**config.mk**
```make
export PLATFORM = sky130hd
export DESIGN_NAME = ram_read_during_write
export DESIGN_NICKNAME = d
export VERILOG_FILES = /design/src/pkg/rdw_pkg.sv /design/src/core/rdw_lane_mux.sv /design/src/core/rdw_read_port.sv /design/src/core/ram_read_during_write.sv
export SDC_FILE = /design/constraint.sdc
export NUM_CORES = 1
export LEC_CHECK = 0
export BUFFER_PORTS_ARGS = -buffer_cell sky130_fd_sc_hd__buf_2
export CORE_ASPECT_RATIO = 0.8
export CORE_UTILIZATION = 35
export DETAILED_ROUTE_END_ITERATION = 8
export GPL_ROUTABILITY_DRIVEN = 0
export HOLD_SLACK_MARGIN = 0.12
export SETUP_SLACK_MARGIN = 0.02
export SLEW_MARGIN = 40
export SYNTH_ARGS = -nofsm -noshare
export SYNTH_HDL_FRONTEND = slang
export SYNTH_SLANG_ARGS = --single-unit
```
**constraint.sdc**
```tcl
create_clock -name core_clk_i -period 2.8 [get_ports core_clk_i]
set_input_delay 0.42 -clock core_clk_i [delete_from_list [all_inputs] [get_ports core_clk_i]]
set_output_delay 0.42 -clock core_clk_i [all_outputs]
set_load 0.01 [all_outputs]
```
**src/pkg/rdw_pkg.sv**
```systemverilog
// Constants and mode types for the dual-port RAM with collision handling
package collision_pkg;

  typedef enum logic [3:0] {
    same_address_collision_new = 4'h1,
    same_address_collision_old = 4'h2,
    same_address_collision_dc = 4'h4,
    same_address_collision_none = 4'h8
  } collision_mode_type;

  typedef enum logic [1:0] {
    new_data_keep_masked_old = 2'h1,
    new_data_masked_unknown = 2'h2
  } mask_variant_type;

  typedef enum logic [2:0] {
    cfg_single_port = 3'h1,
    cfg_simple_dual = 3'h2,
    cfg_true_dual = 3'h4
  } port_config_type;

  typedef enum logic [2:0] {
    clk_single = 3'h1,
    clk_in_out = 3'h2,
    clk_independent = 3'h4
  } clock_mode_type;

  typedef enum logic [2:0] {
    blk_generic = 3'h1,
    blk_distributed = 3'h2,
    blk_large_block = 3'h4
  } block_kind_type;

  localparam int DEF_DATA_W = 16;
  localparam int DEF_BYTE_W = 8;
  localparam int DEF_ADDR_W = 4;
  localparam logic DQ_RESET_BIT = 1'b0;
  // Fill value for an output the user must not rely on
  localparam logic UNKNOWN_FILL_BIT = 1'b0;

endpackage : collision_pkg

```
**src/core/rdw_lane_mux.sv**
```systemverilog
// One byte lane of the collision output selector
`timescale 1ns/1ps
module lane_select #(
  parameter int LANE_W = 8
) (
  // Lane sources
  input wire logic [LANE_W-1:0] stored_i,
  input wire logic [LANE_W-1:0] wdata_i,
  input wire logic lane_en_i,
  // Selection
  input wire logic collide_i,
  input wire logic new_mode_i,
  input wire logic unknown_mode_i,
  input wire logic mask_unknown_i,
  // Lane result
  output logic [LANE_W-1:0] lane_o
);
  import collision_pkg::*;

  wire logic [LANE_W-1:0] fill_w = {LANE_W{UNKNOWN_FILL_BIT}};
  wire logic [LANE_W-1:0] masked_w = mask_unknown_i ? fill_w : stored_i;
  wire logic [LANE_W-1:0] newsel_w = lane_en_i ? wdata_i : masked_w;
  assign lane_o = !collide_i ? stored_i : unknown_mode_i ? fill_w : new_mode_i ? newsel_w : stored_i;

endmodule : lane_select

```
**src/core/rdw_read_port.sv**
```systemverilog
// Read side of one port: collision selection per lane and output hold
`timescale 1ns/1ps
module read_port_hold #(
  parameter int DATA_W = 16,
  parameter int BYTE_W = 8
) (
  // Clock and reset
  input wire logic clk_i,
  input wire logic rst_n_i,
  // Read request
  input wire logic rden_i,
  input wire logic [DATA_W-1:0] stored_i,
  // Colliding write
  input wire logic collide_i,
  input wire logic [DATA_W-1:0] wdata_i,
  input wire logic [DATA_W/BYTE_W-1:0] byteen_i,
  input wire logic new_mode_i,
  input wire logic unknown_mode_i,
  input wire logic mask_unknown_i,
  // Output
  output logic [DATA_W-1:0] q_o
);
  import collision_pkg::*;
  localparam int LANES = DATA_W / BYTE_W;

  logic [DATA_W-1:0] q_reg;
  wire logic [DATA_W-1:0] q_next;

  generate
    for (genvar g = 0; g < LANES; g++) begin : g_lane
      lane_select #(.LANE_W(BYTE_W)) u_lane (
        .stored_i(stored_i[g*BYTE_W +: BYTE_W]),
        .wdata_i(wdata_i[g*BYTE_W +: BYTE_W]),
        .lane_en_i(byteen_i[g]),
        .collide_i(collide_i),
        .new_mode_i(new_mode_i),
        .unknown_mode_i(unknown_mode_i),
        .mask_unknown_i(mask_unknown_i),
        .lane_o(q_next[g*BYTE_W +: BYTE_W])
      );
    end
  endgenerate

  always_ff @(posedge clk_i) begin
    if (!rst_n_i) begin
      q_reg <= {DATA_W{DQ_RESET_BIT}};
    end else if (rden_i) begin
      q_reg <= q_next;
    end
  end

  assign q_o = q_reg;

endmodule : read_port_hold

```
**src/core/ram_read_during_write.sv**
```systemverilog
// Dual-port synchronous RAM with configurable read-during-write behaviour
`timescale 1ns/1ps
module ram_read_during_write
  import collision_pkg::*;
#(
  parameter int DATA_W = DEF_DATA_W,
  parameter int BYTE_W = DEF_BYTE_W,
  parameter int ADDR_W = DEF_ADDR_W,
  parameter port_config_type PORT_CFG = cfg_true_dual,
  parameter clock_mode_type CLK_MODE = clk_single,
  parameter block_kind_type BLOCK_KIND = blk_generic,
  parameter bit HAS_RDEN = 1'b1,
  parameter bit ECC_EN = 1'b0,
  parameter bit OPTION_SELECTABLE = 1'b1,
  parameter collision_mode_type SAME_MODE = same_address_collision_new,
  parameter collision_mode_type MIXED_MODE = same_address_collision_old,
  parameter mask_variant_type MASK_VARIANT = new_data_keep_masked_old
) (
  // Clock and reset
  input wire logic core_clk_i,
  input wire logic rst_n_i,
  // Port A
  input wire logic [ADDR_W-1:0] a_addr_i,
  input wire logic [DATA_W-1:0] a_wdata_i,
  input wire logic a_wren_i,
  input wire logic [DATA_W/BYTE_W-1:0] a_byteen_i,
  input wire logic a_rden_i,
  output logic [DATA_W-1:0] a_q_o,
  // Port B
  input wire logic [ADDR_W-1:0] b_addr_i,
  input wire logic [DATA_W-1:0] b_wdata_i,
  input wire logic b_wren_i,
  input wire logic [DATA_W/BYTE_W-1:0] b_byteen_i,
  input wire logic b_rden_i,
  output logic [DATA_W-1:0] b_q_o,
  // Status
  output logic mixed_collision_o,
  output logic same_collision_o
);

  localparam int LANES = DATA_W / BYTE_W;
  localparam int DEPTH = 1 << ADDR_W;

  // Configuration legality checks
  localparam bit SAME_OK = (PORT_CFG != cfg_simple_dual) &&
    ((PORT_CFG == cfg_true_dual) || (CLK_MODE != clk_independent));
  localparam bit MIXED_OK = (PORT_CFG != cfg_single_port) && (CLK_MODE != clk_independent);
  localparam bit OLD_FORBIDDEN_SAME = ECC_EN ||
    ((BLOCK_KIND == blk_large_block) && (PORT_CFG != cfg_simple_dual));

  initial begin
    if (DATA_W < 1 || BYTE_W < 1 || (DATA_W % BYTE_W) != 0) begin
      $error("Data width must be a whole number of byte lanes");
    end
    if (ADDR_W < 1 || ADDR_W > 16) begin
      $error("Address width out of range");
    end
    if (PORT_CFG == cfg_single_port && CLK_MODE == clk_independent) begin
      $error("Single-port RAM needs single or input/output clocking");
    end
    if (PORT_CFG == cfg_simple_dual && CLK_MODE == clk_independent) begin
      $error("Simple dual-port RAM needs single or input/output clocking");
    end
    if (OLD_FORBIDDEN_SAME && SAME_MODE == same_address_collision_old) begin
      $error("Old-data same-port mode not available here");
    end
    if (ECC_EN && MIXED_MODE == same_address_collision_old) begin
      $error("Old-data mode not available with error correction");
    end
    if (BLOCK_KIND == blk_distributed && PORT_CFG == cfg_simple_dual &&
        MIXED_MODE == same_address_collision_new &&
        (CLK_MODE != clk_single || MASK_VARIANT != new_data_masked_unknown)) begin
      $error("Distributed new-data needs single clock and unknown-lane variant");
    end
    if (MIXED_MODE == same_address_collision_new && BLOCK_KIND != blk_distributed) begin
      $error("Mixed-port new-data only on distributed memory");
    end
  end

  // Effective modes after the configuration limits
  localparam collision_mode_type SAME_EFF = !OPTION_SELECTABLE ? same_address_collision_new : SAME_MODE;
  localparam collision_mode_type MIXED_EFF =
    (MIXED_MODE == same_address_collision_old && (CLK_MODE != clk_single || ECC_EN)) ?
    same_address_collision_dc : MIXED_MODE;
  localparam bit MASK_UNK = (MASK_VARIANT == new_data_masked_unknown);

  // Storage
  logic [DATA_W-1:0] mem_reg [DEPTH];

  // Port-use decode by configuration
  wire logic a_wr_w = a_wren_i && (PORT_CFG != cfg_simple_dual || 1'b1);
  wire logic b_wr_w = b_wren_i && (PORT_CFG == cfg_true_dual);
  wire logic a_rd_w = (HAS_RDEN ? a_rden_i : 1'b1) && (PORT_CFG != cfg_simple_dual);
  wire logic b_rd_w = (HAS_RDEN ? b_rden_i : 1'b1) && (PORT_CFG != cfg_single_port);

  // Collision detection: same word, same cycle
  wire logic same_a_w = SAME_OK && a_wr_w && a_rd_w;
  wire logic same_b_w = SAME_OK && b_wr_w && b_rd_w;
  wire logic mix_ab_w = MIXED_OK && a_wr_w && b_rd_w && (a_addr_i == b_addr_i);
  wire logic mix_ba_w = MIXED_OK && b_wr_w && a_rd_w && (a_addr_i == b_addr_i);

  // Mode bits for each reading port; same-port takes precedence
  wire collision_mode_type a_mode_w = same_a_w ? SAME_EFF : MIXED_EFF;
  wire collision_mode_type b_mode_w = same_b_w ? SAME_EFF : MIXED_EFF;
  wire logic a_collide_w = same_a_w || mix_ba_w;
  wire logic b_collide_w = same_b_w || mix_ab_w;
  wire logic [DATA_W-1:0] a_src_w = same_a_w ? a_wdata_i : b_wdata_i;
  wire logic [DATA_W-1:0] b_src_w = same_b_w ? b_wdata_i : a_wdata_i;
  wire logic [LANES-1:0] a_be_w = same_a_w ? a_byteen_i : b_byteen_i;
  wire logic [LANES-1:0] b_be_w = same_b_w ? b_byteen_i : a_byteen_i;

  wire logic a_new_w = (a_mode_w == same_address_collision_new);
  wire logic b_new_w = (b_mode_w == same_address_collision_new);
  wire logic a_unk_w = (a_mode_w == same_address_collision_dc);
  wire logic b_unk_w = (b_mode_w == same_address_collision_dc);

  // Read of stored word before this edge's write; old data falls out of this
  wire logic [DATA_W-1:0] a_stored_w = mem_reg[a_addr_i];
  wire logic [DATA_W-1:0] b_stored_w = mem_reg[b_addr_i];

  logic [DATA_W-1:0] a_q_w;
  logic [DATA_W-1:0] b_q_w;

  read_port_hold #(.DATA_W(DATA_W), .BYTE_W(BYTE_W)) u_port_a (
    .clk_i(core_clk_i),
    .rst_n_i(rst_n_i),
    .rden_i(a_rd_w),
    .stored_i(a_stored_w),
    .collide_i(a_collide_w),
    .wdata_i(a_src_w),
    .byteen_i(a_be_w),
    .new_mode_i(a_new_w),
    .unknown_mode_i(a_unk_w),
    .mask_unknown_i(MASK_UNK),
    .q_o(a_q_w)
  );

  read_port_hold #(.DATA_W(DATA_W), .BYTE_W(BYTE_W)) u_port_b (
    .clk_i(core_clk_i),
    .rst_n_i(rst_n_i),
    .rden_i(b_rd_w),
    .stored_i(b_stored_w),
    .collide_i(b_collide_w),
    .wdata_i(b_src_w),
    .byteen_i(b_be_w),
    .new_mode_i(b_new_w),
    .unknown_mode_i(b_unk_w),
    .mask_unknown_i(MASK_UNK),
    .q_o(b_q_w)
  );

  assign a_q_o = a_q_w;
  assign b_q_o = b_q_w;

  // Byte-masked writes; port B wins on each lane that both ports write in one word
  always_ff @(posedge core_clk_i) begin
    for (int i = 0; i < LANES; i++) begin
      if (a_wr_w && a_byteen_i[i] && !(b_wr_w && b_byteen_i[i] && a_addr_i == b_addr_i)) begin
        mem_reg[a_addr_i][i*BYTE_W +: BYTE_W] <= a_wdata_i[i*BYTE_W +: BYTE_W];
      end
      if (b_wr_w && b_byteen_i[i]) begin
        mem_reg[b_addr_i][i*BYTE_W +: BYTE_W] <= b_wdata_i[i*BYTE_W +: BYTE_W];
      end
    end
  end

  // Collision flags for observation
  logic same_reg;
  logic mixed_reg;
  always_ff @(posedge core_clk_i) begin
    if (!rst_n_i) begin
      same_reg <= 1'b0;
      mixed_reg <= 1'b0;
    end else begin
      same_reg <= same_a_w || same_b_w;
      mixed_reg <= mix_ab_w || mix_ba_w;
    end
  end
  assign same_collision_o = same_reg;
  assign mixed_collision_o = mixed_reg;

endmodule : ram_read_during_write

```
Word-level counts from Yosys, hierarchy flattened
Memory sizes are Yosys's and may differ from the RTL's. Cells that the tools add are included. W data, S select, Z words.

Mux-type cells: 30. Reductions and logical operators: 20. Equal/unequal tests: 5.

Operators by type and width (count): $mux W8 (16); $mux W16 (2); $logic_and A1 B1 Y1 (14); $mux W1 (8); $mux W2 (4); $eq A2 B3 Y1 const B (2); $eq A2 B1 Y1 const B (2); $eq A4 B4 Y1 (1); $logic_or A1 B1 Y1 (4); $logic_not A1 Y1 (2).

Memories: 1. Bits in registers: 34. Logic and storage cells: 60. Output and inout port bits: 34. RAM bits: 256. Input port bits: 50.

Memories: mem_reg (depth 16, width 16, read ports 2, clocked after memory_dff 0, wr ports 2, RTL line ram_read_during_write.sv:88) `logic [DATA_W-1:0] mem_reg [DEPTH];`.

Logic depth before layout (Yosys ltp)
Depth in word-level cells: 6. Gate-level depth with buffers: 8. Gate-level depth less buffers: 4.

By module
From an unflattened synthesis, not the netlist that was laid out.

Cells, all modules: 1147. Area, all modules: 17436.7 um^2.

By module, submodules not included: ram_read_during_write (sequential area each 7727.4 um^2, cells an instance 997, area an instance 15735.1 um^2, times used 1); read_port_hold (sequential area each 320.3 um^2, cells an instance 51, area an instance 615.6 um^2, times used 2); lane_select (sequential area each 0.0 um^2, cells an instance 12, area an instance 117.6 um^2, times used 4).

Least setup slack after synthesis
Ideal clock, no wire load.

Path type: input to register. Start point: in a_addr_i[2]. End point: mem mem_reg[6][10] (enable). Library setup time: 0.376 ns. Setup slack: 0.553 ns. Required time: 2.424 ns. Path buffers: 3. Stages: 6. Arrival time: 1.870 ns. Cell sequence: buf_4 nor2b_1 clkbuf_2 clkbuf_1 o2111ai_2 o22ai_1.

RTL lines: start: declaration (RTL line ram_read_during_write.sv:23) `input wire logic [ADDR_W-1:0] a_addr_i,`; end: declaration (RTL line ram_read_during_write.sv:88).

Final worst setup path
Start point: in b_addr_i[0]. End point: reg u_port_b.q_reg[10], in the netlist u_port_b.q_o[10].

Longest elaborated chain between the ends: 5. Elaborated cells on any way between the ends: 8. Those cells by class: 1 x eq/ne; 4 x mux; 2 x reduce/logical; 1 x memory.

Ends and longest elaborated chain: start: declaration (RTL line ram_read_during_write.sv:30) `input wire logic [ADDR_W-1:0] b_addr_i,`; $mem_v2 Z16 W16; $mux W8 (RTL line rdw_lane_mux.sv:22) `wire logic [LANE_W-1:0] newsel_w = lane_en_i ? wdata_i : masked_w;`; $mux W8 (2 in a row) (RTL line rdw_lane_mux.sv:23) `assign lane_o = !collide_i ? stored_i : unknown_mode_i ? fill_w : new_mode_i ? newsel_w : stored_i;`; $mux W8 * (RTL line rdw_lane_mux.sv:23); end signal: assignment (RTL line rdw_read_port.sv:46) `q_reg <= {DATA_W{DQ_RESET_BIT}};`; end signal: assignment (RTL line rdw_read_port.sv:48) `q_reg <= q_next;`; end: declaration (RTL line rdw_read_port.sv:26) `logic [DATA_W-1:0] q_reg;`.

Every way passes the cells marked *; elsewhere a longest branch is shown, timed or not. A chain may end at the register's enable or synchronous reset.

==> impl_results.md <==
- Status: finished clean
- Setup bufs post-CTS: 0
- RSZ-0062 raised after global routing: no
- Critical path depth in cells: 6
- Global route total overflow: 0
- Final hold slack: 0.2796 ns
- Mapped Area: about 0.017 sq mm
- Yosys warns: 0
- Combinational family with the most area after synthesis: multiplexers
- Pin count of the biggest net entering global routing: 75
- Final hold vios: 0
- Synth unique cells: 47
- First DRT Iteration DRCs: 1381
- Mean Syn Cell Area: 14.93 sq um
- Antenna violation net count after detailed routing: 0
- Mapped Cells: roughly 1100
- Skew final: 0.01472 ns
- Commonest non-fill, non-tap cell in the layout: edfxtp_1
- # H-tree levels: 2
- Yosys reg bits: 290
- CTS Root Cell: clkbuf_16
- Worst Path Max Fanout: 31
- Post-synth EDFFs: approximately 260
- Finished Layout Cells: 1871
- Cts bufs inserted: 35
- Startpoint Class: input pin
- Fmax achieved: between 500 and 600 MHz
- Max reg flops: roughly 260
- Arr. time, crit path: 2.35 ns
- Hold_buf cts: 0
- Crit Path Category: input pin to register
- Design area: 0.01949 sq mm
- Most frequent cells in the layout: edfxtp_1 (256), mux2_1 (153), mux2_2 (135)
- Leakage: about 6.5 nW
- Antenna violations before repair: 4
- Clk buf depth: 3
- Synthesized net count: 1194
- CP max-delay cell: mux4_2
- CP top delay family: buffers and inverters
- Mux contribution to synthesized area: 33.75%
- WP buf/inv: 2
- Crit path time final: 1.986 ns
- Die Width: 249 um
- Clock sinks: 290
- Worst hold path class: input pin to register
- Wirelength, routed: roughly 50000 um
- Area after DPL: 0.01833 sq mm
- CP endpoint kind: register
- First-pass GRT wire length: about 76000 um
- Dpl cells: 1806
- Max rail drop VDD: 0.3251 mV
- Synth Area in XOR/XNOR: less than 1%
- Hold depth: 3
- Slew headroom: 47.62%
- Synthesis-to-layout area growth: 14.07%
- Starting Density: 35.38%
- Crit path top cell by count: buf_4
- Tot GR Track Use: between 20% and 30%
- Final setup fails: 0
- Ports: 84
- Total power: 10.73 mW
- Dpl ws: 0.2449 ns
- Row Count: 72
- Post-CTS sizing: 0
- Worst-Margin Slew: 0.7805 ns
- CTS tree: yes
- Seq/Total Area, Yosys: 48.99%
- DRC: 0
- Critical Path Max Stage Delay: 0.62 ns
- Max cap viols: 0
- Final setup margin: 0.8140 ns
- Layout Utilization: 40.36%
- PortBufs: 83
- Worst EP required: 3.17 ns
- Synth Area in Compound Gates: 7.178%
- Area of the die: 0.04970 sq mm
- Setup slack, reg-to-reg: approximately 1.1 ns
- Synth async-reset ratio: 0%
- Main flop type after synthesis: edfxtp_1
- Nets: 1264
- Period Utilization, post-route: 70.93%
- Post-Synth Adder-Cell Area: 0%
- Clk slew on worst S/H paths: 0.06 ns
- Die Ht: 199.6 um
- DP HPWL: 36560 um
- Crit-path cells: buf_4 > buf_4 > mux4_2 > a22o_1 > o21ai_1 > a31oi_1
- Setup_tns: 0 ns
- Fin. max-slew vios: 0
- Synth Area in Simple Gates: around 6.6%
- Worst skew pair latency: 0.53 ns
- Number of fill cells in the layout: 4370
- Core area: between 0.04 and 0.05 sq mm
- R2R depth: 4
- Drt pass-1 iters: 5
- Vias in the first global route: about 11000
- Power per cell area: 550.5 mW/mm^2
- Layout cell share with drive strength beyond 1: 41.37%
- Via/cell ratio: 5.920
- Vias: between 10000 and 15000
- Detail-routed net length per standard cell: 27.55 um
## synthesized netlist by cell type, types with 5 or more instances
library cell  instances  area, sq um
dfxtp_1              34        680.7
o21ai_0              31        155.2
a31oi_1              16        100.1
o22ai_1              24        150.1
buf_2                25        125.1
buf_6                10        112.6
mux2_2              135         1520
nor2_4               13        146.4
nor2_8               11        220.2
a21oi_1              16        80.08
and4_1               16        140.1
mux2_1              153         1723
edfxtp_1            256         7687
a22oi_1              18        135.1
clkbuf_1             46        172.7
nand2_1              71        266.5
o2111ai_2             8        120.1
a22o_1               32        280.3
nand2b_1              5        31.28
buf_4                13        97.59
nand3_1               7        35.03
o21ai_1              41        205.2
buf_1                11        41.29
nor2b_1               6        37.54
mux4_2              112         2522
## metal layers
| layer | part of all wire [%] | vias up | wire length (um) | global-route usage (%) |
|---|---|---|---|---|
| met5 | 0.023 | - | 12 | 0 |
| met1 | 47 | 5727 | 23970 | 30.91 |
| met4 | 1.8 | 2 | 949 | 4.946 |
| li1 | - | 4775 | - | - |
| met3 | 9.6 | 61 | 4953 | 5.145 |
| met2 | 42 | 512 | 21660 | 29.71 |
## report_power, final
group / total, mW / leakage (nW) / switching [mW] / internal, mW
Sequential: 4.91 / 2.59 / 0.0676 / 4.84
Combinational: 1.33 / 3.35 / 0.771 / 0.555
Clock: 4.49 / 0.550 / 1.80 / 2.70
## final timing paths
path	from	end
worst min register to register	u_port_a.q_o[7]$_SDFFE_PN0P_	u_port_a.q_o[7]$_SDFFE_PN0P_
worst max-delay path	b_addr_i[0]	u_port_b.q_o[10]$_SDFFE_PN0P_
worst max register to register	mem_reg[6][10]$_DFFE_PP_	u_port_b.q_o[10]$_SDFFE_PN0P_
worst min-delay path	b_wren_i	same_collision_o$_SDFF_PN0_
## tightest hold or removal path, cell delays in order
cell and delay [ns]:
buf_2 0.13, a22oi_1 0.09, nor2b_1 0.11
## layout make-up
cell class	count	area, sq um	area share, %
diodes	2	5.005	0.02568
clock buffers	60	1114	5.715
clock inverters	3	17.52	0.08989
multi-input cells	748	8314	42.67
flip-flops and latches	290	8368	42.94
well taps	629	787.0	4.039
repair buffers	139	880.8	4.520
## kinds of logic after synthesis
logic type,count (synthesis)
flops,290
xor+xnor,4
mux,400
buf+inv,106
compound gates,186
simple gates,158
(Power assumes the default switching activity.)
